$ cat src/logic/pll_ctl_pkg.sv
// package: shared constants for the serial divider control link and device
package pll_ctl_pkg;
    // word layout
    localparam int REF_WORD_BITS = 16;
    localparam int MAIN_WORD_BITS = 19;
    localparam int REF_RATIO_BITS = 14;
    localparam int SWALLOW_BITS = 7;
    localparam int PROG_BITS = 11;
    localparam int REF_LATCH_BITS = 15;
    localparam int MAIN_LATCH_BITS = 18;
    localparam int SHIFT_BITS = 19;
    // field positions inside the shift register (bit 0 is the last bit shifted in)
    localparam int SEL_POS = 0;
    localparam int MOD_POS = 1;
    localparam int RATIO_LSB = 2;
    localparam int SWALLOW_LSB = 1;
    localparam int PROG_LSB = 8;
    // ratio limits
    localparam logic [13:0] REF_RATIO_MIN = 14'h0008;
    localparam logic [10:0] PROG_RATIO_MIN = 11'h010;
    // prescaler moduli
    localparam logic [7:0] MODULUS_LOW = 8'h80;
    localparam logic [7:0] MODULUS_HIGH = 8'h40;
    // reset defaults of the latches (arbitrary, none documented)
    localparam logic [13:0] REF_RATIO_RESET = 14'h0008;
    localparam logic [10:0] PROG_RATIO_RESET = 11'h010;
    localparam logic [6:0] SWALLOW_RESET = 7'h00;
    // controller timing: shift clock half period in system clocks
    localparam int SCLK_HALF = 4;
    localparam logic [3:0] SCLK_HALF_CNT = 4'(SCLK_HALF - 1);
    // controller status/interrupt bits
    localparam int IRQ_DONE_BIT = 0;
    localparam int IRQ_LOCK_BIT = 1;
    localparam int IRQ_UNLOCK_BIT = 2;
    localparam int IRQ_BITS = 3;
    // wishbone register offsets (byte addresses)
    localparam logic [3:0] ADDR_DATA = 4'h0;
    localparam logic [3:0] ADDR_CTRL = 4'h4;
    localparam logic [3:0] ADDR_STATUS = 4'h8;
    localparam logic [3:0] ADDR_MASK = 4'hc;
    // controller states
    typedef enum logic [1:0] {IDLE, SHIFT_LOW, SHIFT_HIGH, LOAD} ctl_state_type;
endpackage : pll_ctl_pkg

$ cat src/logic/pll_link_if.sv
// interface: three-wire programming link from controller to device
`timescale 1ns/100ps
interface pll_link_if;
    logic serial_data;       // data bit, valid at shift clock rise
    logic shift_clock;       // shift clock from controller
    logic load_latch_strobe; // copy shift register to latch while high
    modport controller (output serial_data, output shift_clock, output load_latch_strobe);
    modport device (input serial_data, input shift_clock, input load_latch_strobe);
endinterface : pll_link_if

$ cat src/logic/pll_divider_device.sv
// device end: shared shift register, latches, pulse-swallow divider, phase compare
//
// Summary of operation
// - capture one data bit per shift clock rise
// - last bit picks reference or main latch
// - latch copies while strobe high; open counts high
// - fast lock switch follows pump while strobe
// - monitor shows reference or main divider output
// - reference word: ratio, modulus bit, select one
// - reference ratio 8 to 16383, never below 8; the device latches any value
// - modulus bit low 128, high 64
// - main word: N, A, select zero
// - main latch holds 7-bit A, 11-bit N
// - swallow ratio A is 0 to 127
// - programmable ratio N 16 to 2047
// - one output period per P*N+A input cycles
// - software keeps A below N; the controller does not check
// - polarity high output table
// - polarity low output table
// - lock high while dividers in phase
// - reference latch: 14-bit ratio plus modulus bit
`timescale 1ns/100ps
module pll_divider_device
(
    // system
    input wire logic clk_sys_i,
    input wire logic resetn_i,
    // link from controller
    pll_link_if.device link,
    // divider clock inputs and polarity select (pins, sampled)
    input wire logic crystal_osc_input_i,
    input wire logic prescaler_input_i,
    input wire logic phase_polarity_select_i,
    // pump outputs, level plus active-low enable, except ref_pump_ctl_o which is level only
    output logic pump_out_o,
    output logic pump_out_oe_n_o,
    output logic ref_pump_ctl_o,
    output logic main_pump_ctl_o,
    output logic main_pump_ctl_oe_n_o,
    output logic fast_lock_switch_out_o,
    output logic fast_lock_switch_out_oe_n_o,
    // monitors
    output logic lock_detect_out_o,
    output logic compare_monitor_out_o,
    output logic ref_divider_out_o,
    output logic main_divider_out_o
);
    // ==========================================================
    // input synchronisers
    // ==========================================================
    logic [5:0] sync1; // first stage, read only by sync2
    logic [5:0] sync2; // second stage
    logic [5:0] pins;  // raw pin vector
    assign pins = {link.serial_data, link.shift_clock, link.load_latch_strobe,
                   crystal_osc_input_i, prescaler_input_i, phase_polarity_select_i};
    // two flops per pin
    always_ff @(posedge clk_sys_i)
    begin
        sync1 <= pins;
        sync2 <= sync1;
    end
    logic data_s, sclk_s, strobe_s, osc_s, pre_s, pol_s;
    assign {data_s, sclk_s, strobe_s, osc_s, pre_s, pol_s} = sync2;
    logic sclk_d, osc_d, pre_d; // edge history
    always_ff @(posedge clk_sys_i)
    begin
        sclk_d <= sclk_s;
        osc_d <= osc_s;
        pre_d <= pre_s;
    end
    logic sclk_rise, osc_rise, pre_rise;
    assign sclk_rise = sclk_s & ~sclk_d;
    assign osc_rise = osc_s & ~osc_d;
    assign pre_rise = pre_s & ~pre_d;
    // ==========================================================
    // shift register and latches
    // ==========================================================
    logic [pll_ctl_pkg::SHIFT_BITS-1:0] shreg; // shared shift register
    // shift one bit per shift clock rise, msb first
    always_ff @(posedge clk_sys_i)
    begin
        if (!resetn_i)
            shreg <= '0;
        else if (sclk_rise)
            shreg <= {shreg[pll_ctl_pkg::SHIFT_BITS-2:0], data_s};
    end
    logic [pll_ctl_pkg::REF_RATIO_BITS-1:0] ref_ratio_latch;
    logic modulus_latch;                                     // high picks 64/65
    logic [pll_ctl_pkg::SWALLOW_BITS-1:0] swallow_latch;
    logic [pll_ctl_pkg::PROG_BITS-1:0] prog_latch;
    // latch copies while strobe high; select bit steers the word
    always_ff @(posedge clk_sys_i)
    begin
        if (!resetn_i)
        begin
            ref_ratio_latch <= pll_ctl_pkg::REF_RATIO_RESET;
            modulus_latch <= 1'b0;
            swallow_latch <= pll_ctl_pkg::SWALLOW_RESET;
            prog_latch <= pll_ctl_pkg::PROG_RATIO_RESET;
        end
        else if (strobe_s)
        begin
            if (shreg[pll_ctl_pkg::SEL_POS])
            begin
                ref_ratio_latch <= shreg[pll_ctl_pkg::RATIO_LSB +: pll_ctl_pkg::REF_RATIO_BITS];
                modulus_latch <= shreg[pll_ctl_pkg::MOD_POS];
            end
            else
            begin
                swallow_latch <= shreg[pll_ctl_pkg::SWALLOW_LSB +: pll_ctl_pkg::SWALLOW_BITS];
                prog_latch <= shreg[pll_ctl_pkg::PROG_LSB +: pll_ctl_pkg::PROG_BITS];
            end
        end
    end
    // ==========================================================
    // reference counter
    // ==========================================================
    logic [pll_ctl_pkg::REF_RATIO_BITS-1:0] ref_cnt;
    logic ref_pulse; // one clock at terminal count
    // count oscillator rises, reload latched ratio at terminal count
    always_ff @(posedge clk_sys_i)
    begin
        if (!resetn_i)
        begin
            ref_cnt <= pll_ctl_pkg::REF_RATIO_RESET;
            ref_pulse <= 1'b0;
        end
        else
        begin
            ref_pulse <= 1'b0;
            if (osc_rise)
            begin
                if (ref_cnt <= 14'h0001)
                begin
                    ref_cnt <= ref_ratio_latch;
                    ref_pulse <= 1'b1;
                end
                else
                    ref_cnt <= ref_cnt - 14'h0001;
            end
        end
    end
    // ==========================================================
    // pulse-swallow main divider
    // ==========================================================
    logic [7:0] pre_cnt;   // prescaler model count
    logic [10:0] prog_cnt; // programmable counter
    logic [6:0] swal_cnt;  // swallow counter
    logic main_pulse;
    logic modulus_run;    // modulus in force for the divide cycle under way
    logic [7:0] base_mod; // modulus of the running cycle
    logic [7:0] load_mod; // latched modulus, applied at the next reload
    assign base_mod = modulus_run ? pll_ctl_pkg::MODULUS_HIGH : pll_ctl_pkg::MODULUS_LOW;
    assign load_mod = modulus_latch ? pll_ctl_pkg::MODULUS_HIGH : pll_ctl_pkg::MODULUS_LOW;
    // prescaler divides by P+1 while swallowing, else P; total P*N+A
    always_ff @(posedge clk_sys_i)
    begin
        if (!resetn_i)
        begin
            pre_cnt <= 8'h01;
            modulus_run <= 1'b0;
            prog_cnt <= pll_ctl_pkg::PROG_RATIO_RESET;
            swal_cnt <= pll_ctl_pkg::SWALLOW_RESET;
            main_pulse <= 1'b0;
        end
        else
        begin
            main_pulse <= 1'b0;
            if (pre_rise)
            begin
                if (pre_cnt <= 8'h01)
                begin
                    // one prescaler output period complete
                    if (prog_cnt <= 11'h001)
                    begin
                        prog_cnt <= prog_latch;
                        swal_cnt <= swallow_latch;
                        main_pulse <= 1'b1;
                        modulus_run <= modulus_latch;
                        pre_cnt <= (swallow_latch != 7'h00) ? load_mod + 8'h01 : load_mod;
                    end
                    else
                    begin
                        prog_cnt <= prog_cnt - 11'h001;
                        if (swal_cnt > 7'h01)
                            pre_cnt <= base_mod + 8'h01;
                        else
                            pre_cnt <= base_mod;
                        if (swal_cnt != 7'h00)
                            swal_cnt <= swal_cnt - 7'h01;
                    end
                end
                else
                    pre_cnt <= pre_cnt - 8'h01;
            end
        end
    end
    // ==========================================================
    // phase comparator (edge-triggered frequency/phase detector)
    // ==========================================================
    logic up_q, dn_q; // up: reference leads
    always_ff @(posedge clk_sys_i)
    begin
        if (!resetn_i)
        begin
            up_q <= 1'b0;
            dn_q <= 1'b0;
        end
        else if ((up_q | ref_pulse) & (dn_q | main_pulse))
        begin
            up_q <= 1'b0;
            dn_q <= 1'b0;
        end
        else
        begin
            up_q <= up_q | ref_pulse;
            dn_q <= dn_q | main_pulse;
        end
    end
    // ==========================================================
    // output stage
    // ==========================================================
    logic pump_lvl, pump_drv;
    // pump level and drive per polarity table
    always_comb
    begin
        pump_drv = up_q | dn_q;
        pump_lvl = pol_s ? up_q : dn_q;
    end
    // registered outputs
    always_ff @(posedge clk_sys_i)
    begin
        if (!resetn_i)
        begin
            pump_out_o <= 1'b0;
            pump_out_oe_n_o <= 1'b1;
            ref_pump_ctl_o <= 1'b0;
            main_pump_ctl_o <= 1'b0;
            main_pump_ctl_oe_n_o <= 1'b1;
            fast_lock_switch_out_o <= 1'b0;
            fast_lock_switch_out_oe_n_o <= 1'b1;
            lock_detect_out_o <= 1'b1;
            compare_monitor_out_o <= 1'b0;
            ref_divider_out_o <= 1'b0;
            main_divider_out_o <= 1'b0;
        end
        else
        begin
            pump_out_o <= pump_lvl;
            pump_out_oe_n_o <= ~pump_drv;
            // ref control high when pump goes low
            ref_pump_ctl_o <= pol_s ? dn_q : up_q;
            // open-drain main control pulls low when pump goes high
            main_pump_ctl_o <= 1'b0;
            main_pump_ctl_oe_n_o <= ~(pol_s ? up_q : dn_q);
            fast_lock_switch_out_o <= pump_lvl;
            fast_lock_switch_out_oe_n_o <= ~(strobe_s & pump_drv);
            lock_detect_out_o <= ~pump_drv;
            compare_monitor_out_o <= pol_s ? ref_pulse : main_pulse;
            ref_divider_out_o <= ref_pulse;
            main_divider_out_o <= main_pulse;
        end
    end
endmodule : pll_divider_device

$ cat src/flat_wrapper.sv
// flat-port wrapper written by rule: the top's interface ports become plain ports
module pll_divider_device_flat 
  (clk_sys_i, resetn_i, crystal_osc_input_i, prescaler_input_i, phase_polarity_select_i, pump_out_o, pump_out_oe_n_o, ref_pump_ctl_o, main_pump_ctl_o, main_pump_ctl_oe_n_o, fast_lock_switch_out_o, fast_lock_switch_out_oe_n_o, lock_detect_out_o, compare_monitor_out_o, ref_divider_out_o, main_divider_out_o, link_serial_data, link_shift_clock, link_load_latch_strobe);
  pll_link_if link_i ();
  input wire logic clk_sys_i;
  input wire logic resetn_i;
  input wire logic crystal_osc_input_i;
  input wire logic prescaler_input_i;
  input wire logic phase_polarity_select_i;
  output logic pump_out_o;
  output logic pump_out_oe_n_o;
  output logic ref_pump_ctl_o;
  output logic main_pump_ctl_o;
  output logic main_pump_ctl_oe_n_o;
  output logic fast_lock_switch_out_o;
  output logic fast_lock_switch_out_oe_n_o;
  output logic lock_detect_out_o;
  output logic compare_monitor_out_o;
  output logic ref_divider_out_o;
  output logic main_divider_out_o;
  input wire logic [$bits(link_i.serial_data)-1:0] link_serial_data;
  input wire logic [$bits(link_i.shift_clock)-1:0] link_shift_clock;
  input wire logic [$bits(link_i.load_latch_strobe)-1:0] link_load_latch_strobe;
  assign link_i.serial_data = link_serial_data;
  assign link_i.shift_clock = link_shift_clock;
  assign link_i.load_latch_strobe = link_load_latch_strobe;
  pll_divider_device u_core (.clk_sys_i(clk_sys_i), .resetn_i(resetn_i), .link(link_i), .crystal_osc_input_i(crystal_osc_input_i), .prescaler_input_i(prescaler_input_i), .phase_polarity_select_i(phase_polarity_select_i), .pump_out_o(pump_out_o), .pump_out_oe_n_o(pump_out_oe_n_o), .ref_pump_ctl_o(ref_pump_ctl_o), .main_pump_ctl_o(main_pump_ctl_o), .main_pump_ctl_oe_n_o(main_pump_ctl_oe_n_o), .fast_lock_switch_out_o(fast_lock_switch_out_o), .fast_lock_switch_out_oe_n_o(fast_lock_switch_out_oe_n_o), .lock_detect_out_o(lock_detect_out_o), .compare_monitor_out_o(compare_monitor_out_o), .ref_divider_out_o(ref_divider_out_o), .main_divider_out_o(main_divider_out_o));
endmodule
$ cat config.mk
export PLATFORM = sky130hd
export DESIGN_NAME = pll_divider_device_flat
export DESIGN_NICKNAME = d
export VERILOG_FILES = /design/src/logic/pll_ctl_pkg.sv /design/src/logic/pll_link_if.sv /design/src/logic/pll_divider_device.sv /design/src/flat_wrapper.sv
export SDC_FILE = /design/constraint.sdc
export NUM_CORES = 1
export LEC_CHECK = 0
export ABC_AREA = 1
export BUFFER_PORTS_ARGS = -buffer_cell sky130_fd_sc_hd__clkbuf_2
export CORE_MARGIN = 4
export CORE_UTILIZATION = 61
export CTS_CLUSTER_DIAMETER = 50
export DETAILED_ROUTE_END_ITERATION = 10
export GPL_TIMING_DRIVEN = 0
export MAX_ROUTING_LAYER = met4
export PLACE_DENSITY = 0.79
export SYNTH_ARGS = -nofsm -noshare
export SYNTH_HDL_FRONTEND = slang
export SYNTH_SLANG_ARGS = --single-unit
$ cat constraint.sdc
create_clock -name clk_sys_i -period 2.2 [get_ports clk_sys_i]
set_clock_uncertainty 0.2 [all_clocks]
set_input_delay 0.11 -clock clk_sys_i [delete_from_list [all_inputs] [get_ports clk_sys_i]]
set_output_delay 0.11 -clock clk_sys_i [all_outputs]
set_load 0.1 [all_outputs]
**Yosys cells after proc, flatten, opt, wreduce, memory -nomap -nowiden**

Cells that the tools add are included.

- Flip-flop bits (word level): 120
- Input port bits: 8
- Logic and storage cells: 79

- $add $sub $neg: 6
- Order comparisons: 4
- Mux-type cells: 15
- Bitwise logic cells: 16
- Reduce and logical (&&, ||, !) cells: 11

Operators by type and width:

| operator | number |
|---|---|
| 8-bit two-way mux | 6 |
| 8-bit by 1-bit adder with 8-bit output (second input constant) | 2 |
| 14-bit by 1-bit <= comparator with 1-bit output (second input constant) | 1 |
| 14-bit two-way mux | 1 |
| 7-bit two-way mux | 2 |
| 7-bit nonzero test | 2 |
| 14-bit by 1-bit subtractor with 14-bit output (second input constant) | 1 |
| 11-bit by 1-bit <= comparator with 1-bit output (second input constant) | 1 |
| 11-bit two-way mux | 1 |
| 11-bit by 1-bit subtractor with 11-bit output (second input constant) | 1 |
| 3-bit AND reduction | 3 |
| 8-bit by 1-bit <= comparator with 1-bit output (second input constant) | 1 |
| 1-bit inverter | 8 |
| 2-bit AND reduction | 4 |
| 8-bit by 1-bit subtractor with 8-bit output (second input constant) | 1 |
| 7-bit by 1-bit greater-than comparator with 1-bit output (second input constant) | 1 |
| 7-bit by 1-bit subtractor with 7-bit output (second input constant) | 1 |
| 1-bit AND | 5 |
| 1-bit two-way mux | 5 |
| 1-bit bitwise OR | 3 |
| 2-bit nonzero test | 1 |
| 2-bit OR reduction | 1 |

**Logic depth before layout (Yosys ltp)**

Gate-level depths: netlist of run 1.

- Depth after elaboration: 5
- Depth in mapped cells: 12
- Gate-level depth less buffers: 12

**Worst setup path after synthesis of run 1**

OpenSTA, ideal clock, no wires.

- Kind: register -> register
- Start point: register u_core.pre_cnt[0]
- End point: register u_core.swal_cnt[5]
- Library setup time: 116 ps
- Data arrival time: 1,419 ps
- Data required time: 1,884 ps
- Setup slack: 465 ps
- Cell stages (with the launch flop): 12
- Buffers on the path: 0
- Clock period less this slack: 1,735 ps
- Cell sequence: dfxtp_1 -> inv_1 -> ha_1 -> nor2_1 -> nor2_2 -> nand3_4 -> nor2_8 -> nand2_1 -> nand2_4 -> inv_2 -> nor2_1 -> nor2_1

- Word-level cells in the longest chain between the ends: 2

RTL lines:

| element | RTL line | RTL |
|---|---|---|
| start: declaration | pll_divider_device.sv:146 | `logic [7:0] pre_cnt;` |
| start signal: assignment | pll_divider_device.sv:180 | `pre_cnt <= (swallow_latch != 7'h00) ? load_mod + 8'h01 : load_mod;` |
| start signal: assignment | pll_divider_device.sv:186 | `pre_cnt <= base_mod + 8'h01;` |
| start signal: assignment | pll_divider_device.sv:188 | `pre_cnt <= base_mod;` |
| 8-bit by 1-bit <= comparator with 1-bit output | pll_divider_device.sv:171 | `if (pre_cnt <= 8'h01)` |
| 3-bit AND reduction (no line) | - |  |
| end signal: assignment | pll_divider_device.sv:163 | `swal_cnt <= pll_ctl_pkg::SWALLOW_RESET;` |
| end signal: assignment | pll_divider_device.sv:177 | `swal_cnt <= swallow_latch;` |
| end signal: assignment | pll_divider_device.sv:190 | `swal_cnt <= swal_cnt - 7'h01;` |
| end: declaration | pll_divider_device.sv:148 | `logic [6:0] swal_cnt;` |

No other way between the ends.
A chain may end at the register's enable or synchronous reset.

**Worst setup path after layout of run 1**

- Start point: register u_core.pre_cnt[0]
- End point: register u_core.prog_cnt[7]

- Word-level cells in the longest chain between the ends: 2

RTL lines:

| element | RTL line | RTL |
|---|---|---|
| 8-bit by 1-bit <= comparator with 1-bit output | pll_divider_device.sv:171 |  |
| 2-bit AND reduction (no line) | - |  |
| end signal: assignment | pll_divider_device.sv:162 | `prog_cnt <= pll_ctl_pkg::PROG_RATIO_RESET;` |
| end signal: assignment | pll_divider_device.sv:176 | `prog_cnt <= prog_latch;` |
| end signal: assignment | pll_divider_device.sv:184 | `prog_cnt <= prog_cnt - 11'h001;` |
| end: declaration | pll_divider_device.sv:147 | `logic [10:0] prog_cnt;` |

No other way between the ends.

==> parameters.txt, run 1 <==
Parameter                              Value

Run status
  Status ... finished, final reports clean

Placed design
  I/O Buffers ... 17
  Final HPWL DP ... 8465 um
  RD Place Congestion ... 0.9400
  Placed Instance Area ... 5642 um2
  Placed Cells ... 863
  Worst slack at placement ... 0.2279 ns

Setup path
  Critical Setup Path Class ... reg2reg
  Largest fanout of any net on the critical path ... 10
  CP Capture Type ... register
  Arrival time at the worst endpoint ... 2.19 ns
  Register-to-Register Setup Slack ... 0.20 ns
  Crit Reg-Reg Startpoint ... u_core.pre_cnt[0]
  Worst endpoint required time ... 2.39 ns
  Capture instance of the worst register-to-register path ... u_core.prog_cnt[7]
  Kind of start point of the critical path ... register
  Launching element of the worst setup path ... u_core.pre_cnt[0]
  Worst setup path end ... u_core.prog_cnt[7]
  Depth of the most critical reg-to-reg path ... 10

Synth
  Synth unique cells ... 41
  Synthesized area per cell ... 7.346 um2
  Yosys top cell by area ... sky130_fd_sc_hd__dfxtp_1
  Area share of xor/xnor cells in the synthesized design ... 1.777%
  Proportion of netlist area held by the largest area contributor ... 44.31%
  Basic-gate share of the synthesized area counting and, or, nand and nor cells ... 31.94%
  Async set or reset register ratio after synthesis ... 0%
  Flip-flop and latch count after synthesis ... 120
  Synth area leaders ... sky130_fd_sc_hd__dfxtp_1, sky130_fd_sc_hd__nor2_1, sky130_fd_sc_hd__nand2_1
  Number of enable flip-flop cells after synthesis ... 0
  Total nets after synthesis ... 755
  Predominant post-synthesis flop cell ... sky130_fd_sc_hd__dfxtp_1
  Number of standard cells after synthesis ... 738
  Multiplexer fraction of the synthesized cell area ... 0%
  Count of warnings emitted by yosys ... 0
  Post-synthesis share of cell area spent on full adders, half adders and majority gates ... 2.077%
  Largest family of logic cells by synthesized area ... simple AND/OR/NAND/NOR gates
  Sequential element share of the synthesized area ... 44.31%
  Complex-gate fraction of the synthesized area ... 12.44%
  Mapped cell area ... 5421 um2

Finish
  Final Cell Area ... 6292 um2
  Final antenna diode count ... 0
  Number of standard cells in the layout, taps in and fillers out ... 902
  Most used cells in the layout excluding fill and tap cells ... sky130_fd_sc_hd__nor2_1, sky130_fd_sc_hd__nand2_1, sky130_fd_sc_hd__dfxtp_1
  Post-layout nets ... 798
  Area overhead of the layout relative to synthesis ... 16.06%
  Most common cell after layout, fill and taps aside ... sky130_fd_sc_hd__nor2_1
  Share of layout cells above drive strength 1 ... 12.85%

Floorplan
  Initial standard-cell utilization of the core ... 62.47%
  Total core area ... 8678 um2
  Y dimension of the die ... 102.3 um
  Area enclosed by the die boundary ... 10460 um2
  Die W ... 102.3 um
  Top Ports ... 19
  Number of rows in the core area ... 34

STA
  Worst Slack Setup Final ... 0.2035 ns
  Relative slew slack ... 63.82%
  RSZ-0062 raised after global routing ... false
  Final count of negative-setup-slack endpoints ... 0
  Final max-slew violation count ... 0
  Setup_tns ... 0 ns
  Final cycle utilization of the critical path ... 90.75%
  Fin. Hold Viols ... 0
  Max Fclk ... 0.5009 GHz
  Hold_ws ... 0.02997 ns
  Worst-Margin Slew ... 0.5427 ns
  Min Tclk post-route ... 1.996 ns

Clocking
  Buffer depth of the longest clock path ... 2
  Clock root buffer ... sky130_fd_sc_hd__clkbuf_8
  Clock latency at the later pin of the worst-skew pair ... 0.52 ns
  Clock buffer count from CTS ... 17
  Hold buffer count at CTS ... 7
  Clock tree from TritonCTS ... done
  CTS H-Tree Depth ... 4
  Clock-pin slew of the registers on the worst-case setup and hold paths ... 0.06 ns
  Number of cells upsized or downsized after cts ... 0
  Post CTS Setup Buffer Count ... 0
  TritonCTS sink count ... 120

Detailed routing
  Routed wirelength normalized by instance count ... 13.38 um
  Total via count after detailed routing ... 4789
  Count of antenna-violating nets left after detailed routing ... 0
  Ratio of routed vias to standard cells ... 5.309
  1st-pass router iterations ... 5
  Total DRC errors in the routed layout ... 0
  Final wirelength ... 12070 um
  Count of routing violations after the opening detailed-route iteration ... 277

Global route
  First-pass GRT wire length ... 20760 um
  Via count of the first global-routing pass ... 4577
  Pin count of the biggest net entering global routing ... 17
  Global-route congestion overflow total ... 0
  Overall routing resource usage ... 25.90%
  Initial antenna violation count ... 0

Power
  Max rail drop VDD ... 0.5984 mV
  PD cells ... 991.3 nW/um2
  Leakage power summed over all cells ... 2.849 nW

Min path
  Worst min-delay path category ... in2reg
  Worst Hold Launch ... link_serial_data

Run
  Number of max-cap violations ... 0
## cell usage after synthesis (all sizes together) (2+ instances only)
library cell,count
nor3,5
ha,9
dfxtp,120
nand3,40
nand4,4
xor2,8
a21oi,24
xnor2,3
nand3b,13
o21ai,86
nand2,138
or2,3
buf,10
nor2,176
clkbuf,18
inv,66
o2111ai,2
o211ai,7
## cells by family after synthesis
group / Yosys count
flip-flops: 120
XOR/XNOR: 11
adder cells (fa/ha/maj): 9
AND/OR/NAND/NOR: 379
buffers and inverters: 95
AO/OA/AOI/OAI: 123
other: 1
## through the flow
stage	util [%]	power, mW
after floorplan	-	3.318
after global placement	65.01	3.517
after detailed placement	65.01	3.553
after CTS	72.51	6.258
after global routing	72.51	6.535
final	72.51	6.237
## final cells by class
| cell class | instances | area [um2] |
|---|---|---|
| Inverter | 67 | 254.0 |
| Sequential cell | 120 | 2402 |
| Timing Repair Buffer | 24 | 155.1 |
| Fill cell | 716 | 2386 |
| Clock inverter | 15 | 166.4 |
| Clock buffer | 17 | 414.1 |
| Tap cell | 108 | 135.1 |
| Multi-Input combinational cell | 523 | 2619 |
| Buffer | 28 | 146.4 |
## sequential cells by signal, summed over array words and instances, names as in the netlist, 6 cells and up
name / flops
u_core.prog_latch: 11
u_core.pre_cnt: 8
u_core.sync2: 6
u_core.swal_cnt: 7
u_core.ref_cnt: 14
u_core.sync1: 6
u_core.swallow_latch: 7
u_core.prog_cnt: 11
u_core.shreg: 19
u_core.ref_ratio_latch: 14
## critical path, cell delays in order, from the launching register on
cell and delay, ns:
sky130_fd_sc_hd__dfxtp_1 0.34, sky130_fd_sc_hd__inv_1 0.10, sky130_fd_sc_hd__ha_1 0.19, sky130_fd_sc_hd__nor2_1 0.07, sky130_fd_sc_hd__nor2_2 0.15, sky130_fd_sc_hd__nand3_4 0.12, sky130_fd_sc_hd__inv_2 0.14, sky130_fd_sc_hd__nand2_4 0.11
sky130_fd_sc_hd__nand2_2 0.10, sky130_fd_sc_hd__buf_2 0.24, sky130_fd_sc_hd__o22ai_1 0.11
## per-layer routing
metal  wire length (um)  track usage, %  share of wire (%)
met1               5510           32.42                 46
met2               5723           41.98                 47
met3                656           5.666                5.4
met4                176           7.972                1.5
met5                  0               -                  0
## report_power, final
part           leakage [nW]  internal, mW  total [mW]  switching [mW]
combinational          1.59         0.385        1.10           0.711
clock                 0.270          1.63        2.70            1.06
sequential            0.985          2.32        2.44           0.123
total                  2.85          4.34        6.24            1.90
## how the worst min path moves through the flow
stage	to	slack (ns)	cells past startpoint
floorplan	u_core.sync1[0]	-0.06	0
global placement	u_core.sync1[4]	0.01	1
detailed placement	u_core.sync1[2]	0.02	1
CTS	u_core.sync1[5]	0.02	2
global route	u_core.sync1[0]	0.03	2
finish	u_core.sync1[5]	0.03	2
(Power assumes the default switching activity.)
==> inputs of run 2 (changes only) <==
--- a/config.mk
+++ b/config.mk
@@ -5,7 +5,6 @@
 export SDC_FILE = /design/constraint.sdc
 export NUM_CORES = 1
 export LEC_CHECK = 0
-export ABC_AREA = 1
 export BUFFER_PORTS_ARGS = -buffer_cell sky130_fd_sc_hd__clkbuf_2
 export CORE_MARGIN = 4
 export CORE_UTILIZATION = 61
==> run 2 against run 1 <==
The run now ends with negative setup slack left. Register-to-register slack worse by 0.44 ns. First-iteration DRC count rose by 69%. Setup slack worse by 0.44 ns. Global-route usage increased by 2.0 points. Non-clock buffer count increased by 17. Die area is 7.9% lower. Power rose by 14%. Design area shrank 2.3%. Via count up 0.17%. Wire length up 12%. Sequential share of layout area up 1.0 points. Hold slack barely moved. Highest routed layer unchanged.
==> parameters.txt, run 2 <==
Parameter                              Value

Power
  Power Internal ... 4.723 mW (+8.9%)
  Comb pwr share ... 29.5% (+12 points)
  Switching portion of total power ... 33.86% (+3.4 points)
  Clk pwr share ... 35.8% (-7.4 points)
  Net switching power ... 2.418 mW (+27%)
  PD cells ... 1162 nW/um2 (+17%)
  Power share of the sequential group ... 34.8% (-4.4 points)
  Max rail drop VDD ... 0.8068 mV (+35%)
  Leakage power summed over all cells ... 2.259 nW (-21%)

Setup path
  Register-to-Register Setup Slack ... -0.23 ns (-0.44 ns)
  Count of cell instances traversed by the critical path ... 6 (-4)
  Number of buffer and inverter instances along the worst setup path ... 2 (-1)
  Arrival time at the worst endpoint ... 2.60 ns (+0.41 ns)
  Worst path top cell family by delay ... simple AND/OR/NAND/NOR gates
  CP Capture Type ... register
  Launching element of the worst setup path ... u_core.pre_cnt[5]
  Cell-by-cell listing of the critical path ... or4_4 -> or4b_4 -> buf_12 -> buf_8 -> o21ai_1 -> a21oi_1
  Max stage delay cell, worst path ... sky130_fd_sc_hd__or4b_4
  Worst endpoint required time ... 2.37 ns (-0.02 ns)
  Capture instance of the worst register-to-register path ... u_core.modulus_run
  Max incr delay on CP ... 0.58 ns (+0.24 ns)
  Kind of start point of the critical path ... register
  Critical Setup Path Class ... reg2reg
  Worst setup path end ... u_core.modulus_run
  Largest fanout of any net on the critical path ... 5 (-5)
  Depth of the most critical reg-to-reg path ... 6 (-4)
  Crit Reg-Reg Startpoint ... u_core.pre_cnt[5]

Detailed routing
  1st-pass router iterations ... 7 (+2)
  Total via count after detailed routing ... 4797 (+0.17%)
  Count of routing violations after the opening detailed-route iteration ... 469 (+69%)
  Routed wirelength normalized by instance count ... 17.57 um (+31%)
  Count of antenna-violating nets left after detailed routing ... 0 (unchanged)
  Ratio of routed vias to standard cells ... 6.222 (+17%)
  Total DRC errors in the routed layout ... 0 (unchanged)
  Final wirelength ... 13550 um (+12%)

STA
  Final count of negative-setup-slack endpoints ... 16 (+16)
  Final cycle utilization of the critical path ... 110.6% (+20 points)
  Worst Slack Setup Final ... -0.2330 ns (-0.4365 ns)
  Setup_tns ... -1.697 ns (-1.697 ns)
  Max Fclk ... 0.4110 GHz (-18%)
  Fin. Hold Viols ... 0 (unchanged)
  Relative slew slack ... 49.57% (-14 points)
  RSZ-0062 raised after global routing ... true
  Worst-Margin Slew ... 0.7564 ns (+0.2138 ns)
  Min Tclk post-route ... 2.433 ns (+0.4365 ns)
  Final max-slew violation count ... 0 (unchanged)

Synth
  Flip-flop and latch count after synthesis ... 120 (unchanged)
  Synth area leaders ... sky130_fd_sc_hd__dfxtp_1, sky130_fd_sc_hd__nand2_1, sky130_fd_sc_hd__a21oi_1
  Yosys top cell by area ... sky130_fd_sc_hd__dfxtp_1
  Synth top cells by count ... sky130_fd_sc_hd__nand2_1, sky130_fd_sc_hd__dfxtp_1, sky130_fd_sc_hd__a21oi_1, sky130_fd_sc_hd__nor2_1, sky130_fd_sc_hd__o21ai_0
  Post-synthesis share of cell area spent on full adders, half adders and majority gates ... 2.272% (+0.20 points)
  Number of standard cells after synthesis ... 602 (-18%)
  Async set or reset register ratio after synthesis ... 0% (unchanged)
  Proportion of netlist area held by the largest area contributor ... 48.47% (+4.2 points)
  Number of enable flip-flop cells after synthesis ... 0 (unchanged)
  Basic-gate share of the synthesized area counting and, or, nand and nor cells ... 23.33% (-8.6 points)
  Leading cell type by number of instances after synthesis ... sky130_fd_sc_hd__nand2_1
  Synthesized area per cell ... 8.233 um2 (+12%)
  Complex-gate fraction of the synthesized area ... 19.14% (+6.7 points)
  Total nets after synthesis ... 619 (-18%)
  Largest family of logic cells by synthesized area ... simple AND/OR/NAND/NOR gates
  Multiplexer fraction of the synthesized cell area ... 1.641% (+1.6 points)
  Mapped cell area ... 4956 um2 (-8.6%)
  Synth unique cells ... 63 (+54%)
  Count of warnings emitted by yosys ... 0 (unchanged)
  Sequential element share of the synthesized area ... 48.47% (+4.2 points)
  Area share of xor/xnor cells in the synthesized design ... 0.7069% (-1.1 points)
  Predominant post-synthesis flop cell ... sky130_fd_sc_hd__dfxtp_1

Floorplan
  Y dimension of the die ... 98.14 um (-4.0%)
  Die W ... 98.14 um (-4.0%)
  Initial standard-cell utilization of the core ... 63.48% (+1.0 points)
  Total core area ... 7807 um2 (-10%)
  Top Ports ... 19 (unchanged)
  Area enclosed by the die boundary ... 9630 um2 (-7.9%)
  Number of rows in the core area ... 32 (-5.9%)

Global route
  Global-route congestion overflow total ... 0 (unchanged)
  First-pass GRT wire length ... 21070 um (+1.5%)
  Initial antenna violation count ... 0 (unchanged)
  Pin count of the biggest net entering global routing ... 17 (unchanged)
  Overall routing resource usage ... 27.89% (+2.0 points)
  Via count of the first global-routing pass ... 4439 (-3.0%)

Min path
  Worst min-delay path category ... in2reg

Finish
  Share of layout cells above drive strength 1 ... 16.44% (+3.6 points)
  Post-layout nets ... 673 (-16%)
  Largest registers ... u_core.shreg x19, u_core.ref_cnt x14, u_core.ref_ratio_latch x14
  Core occupancy in the finished layout ... 78.73% (+6.2 points)
  Multi-input gate area in the final layout ... 2500 um2 (-4.5%)
  Most used cells in the layout excluding fill and tap cells ... sky130_fd_sc_hd__nand2_1, sky130_fd_sc_hd__dfxtp_1, sky130_fd_sc_hd__a21oi_1
  Max reg flops ... 19 (unchanged)
  Storage cell area ... 2409 um2 (+0.26%)
  Most common cell after layout, fill and taps aside ... sky130_fd_sc_hd__nand2_1
  Area overhead of the layout relative to synthesis ... 24.03%
  Final antenna diode count ... 0 (unchanged)
  Register containing the most flip-flops in the final layout ... u_core.shreg
  Total of fill cells in the finished design ... 509 (-29%)

Clocking
  Buffer depth of the longest clock path ... 2 (unchanged)
  Clock-pin slew of the registers on the worst-case setup and hold paths ... 0.06 ns (about the same)
  CTS H-Tree Depth ... 4 (unchanged)
  TritonCTS sink count ... 120 (unchanged)
  Clock latency at the later pin of the worst-skew pair ... 0.52 ns (about the same)
  Clock buffer count from CTS ... 17 (unchanged)
  Clock root buffer ... sky130_fd_sc_hd__clkbuf_8
  Clock tree from TritonCTS ... done

Run status
  Status ... finished with violations
  Violated checks ... negative setup slack

Run
  Number of max-cap violations ... 0 (unchanged)

Placed design
  RD Place Congestion ... 0.9001 (-4.2%)
  I/O Buffers ... 17 (unchanged)
  Final HPWL DP ... 8213 um (-3.0%)
==> run 2: power groups by stage <==
stage               clock (mW)  combinational [mW]  sequential (mW)
global route              2.67                2.28             2.50
global placement             0                1.52             2.49
detailed placement           0                1.58             2.50
floorplan                    0                1.25             2.48
finish                    2.55                2.10             2.48
CTS                       2.56                1.73             2.46
==> run 2: how the worst min path moves through the flow <==
| stage | slack (ns) | startpoint | depth (start not counted) | end |
|---|---|---|---|---|
| after floorplan | -0.06 | phase_polarity_select_i | 0 | u_core.sync1[0] |
| after global placement | 0.01 | prescaler_input_i | 1 | u_core.sync1[1] |
| after detailed placement | 0.01 | phase_polarity_select_i | 1 | u_core.sync1[0] |
| after CTS | 0.02 | link_serial_data | 2 | u_core.sync1[5] |
| after global routing | 0.03 | crystal_osc_input_i | 2 | u_core.sync1[2] |
| final | 0.03 | crystal_osc_input_i | 2 | u_core.sync1[2] |
==> run 2: worst reg2reg max path: cells and delay by family (launching register included) <==
| family | cells | cell delay (ns) |
|---|---|---|
| flip-flops | 1 | 0.32 |
| AO/OA/AOI/OAI | 2 | 0.31 |
| AND/OR/NAND/NOR | 2 | 1.16 |
| buffers and inverters | 2 | 0.30 |
==> run 2: cells by family (layout without fill, tap and decap cells) <==
| kind of cell | count (synthesis) | in the layout |
|---|---|---|
| buffers and inverters | 52 | 119 |
| muxes | 8 | 8 |
| AOI/OAI and AO/OA | 156 | 156 |
| xor gates and xnor gates | 4 | 4 |
| other | 1 | 1 |
| and+or+nand+nor | 252 | 252 |
| DFF | 120 | 120 |
| adders and majority gates | 9 | 9 |
==> run 2: layout make-up <==
| type | count | share of cell area (%) |
|---|---|---|
| timing repair buffer | 36 | 5.068 |
| clock buffer | 18 | 6.961 |
| sequential | 120 | 39.18 |
| multi-input combinational | 430 | 40.67 |
| tap | 102 | 2.076 |
| inverter | 18 | 1.099 |
| buffer | 33 | 2.890 |
| clock inverter | 14 | 2.056 |
==> run 2: repair_timing <==
action                                 in CTS  in global routing
cloned                                      1                  1
endpoints found under the hold margin      19                  0
gates resized for setup                    20                 38
setup endpoints to repair                  40                 40
pin swaps                                   5                 10
hold buffers                                7                  0
setup buffers                               5                  5
==> run 2: per-stage QoR <==
stage	cells	area [um2]	setup slack [ns]	power, mW	hold slack, ns
global route	771	6147	-0.2826	7.453	0.03250
global placement	721	5169	-0.2884	4.016	0.01248
floorplan	602	4956	0.02953	3.723	-0.06228
finish	771	6147	-0.2330	7.141	0.03018
detailed placement	721	5169	-0.3177	4.083	0.01444
CTS	765	5906	-0.09470	6.742	0.01576
==> run 2: layer usage <==
layer | GRT usage [%] | wire [um] | up-vias
met2 | 43.93 | 6501 | 239
met1 | 34.86 | 5663 | 2294
met3 | 5.571 | 975 | 43
li1 | - | - | 2221
met5 | - | 0 | -
met4 | 12.29 | 408 | 0
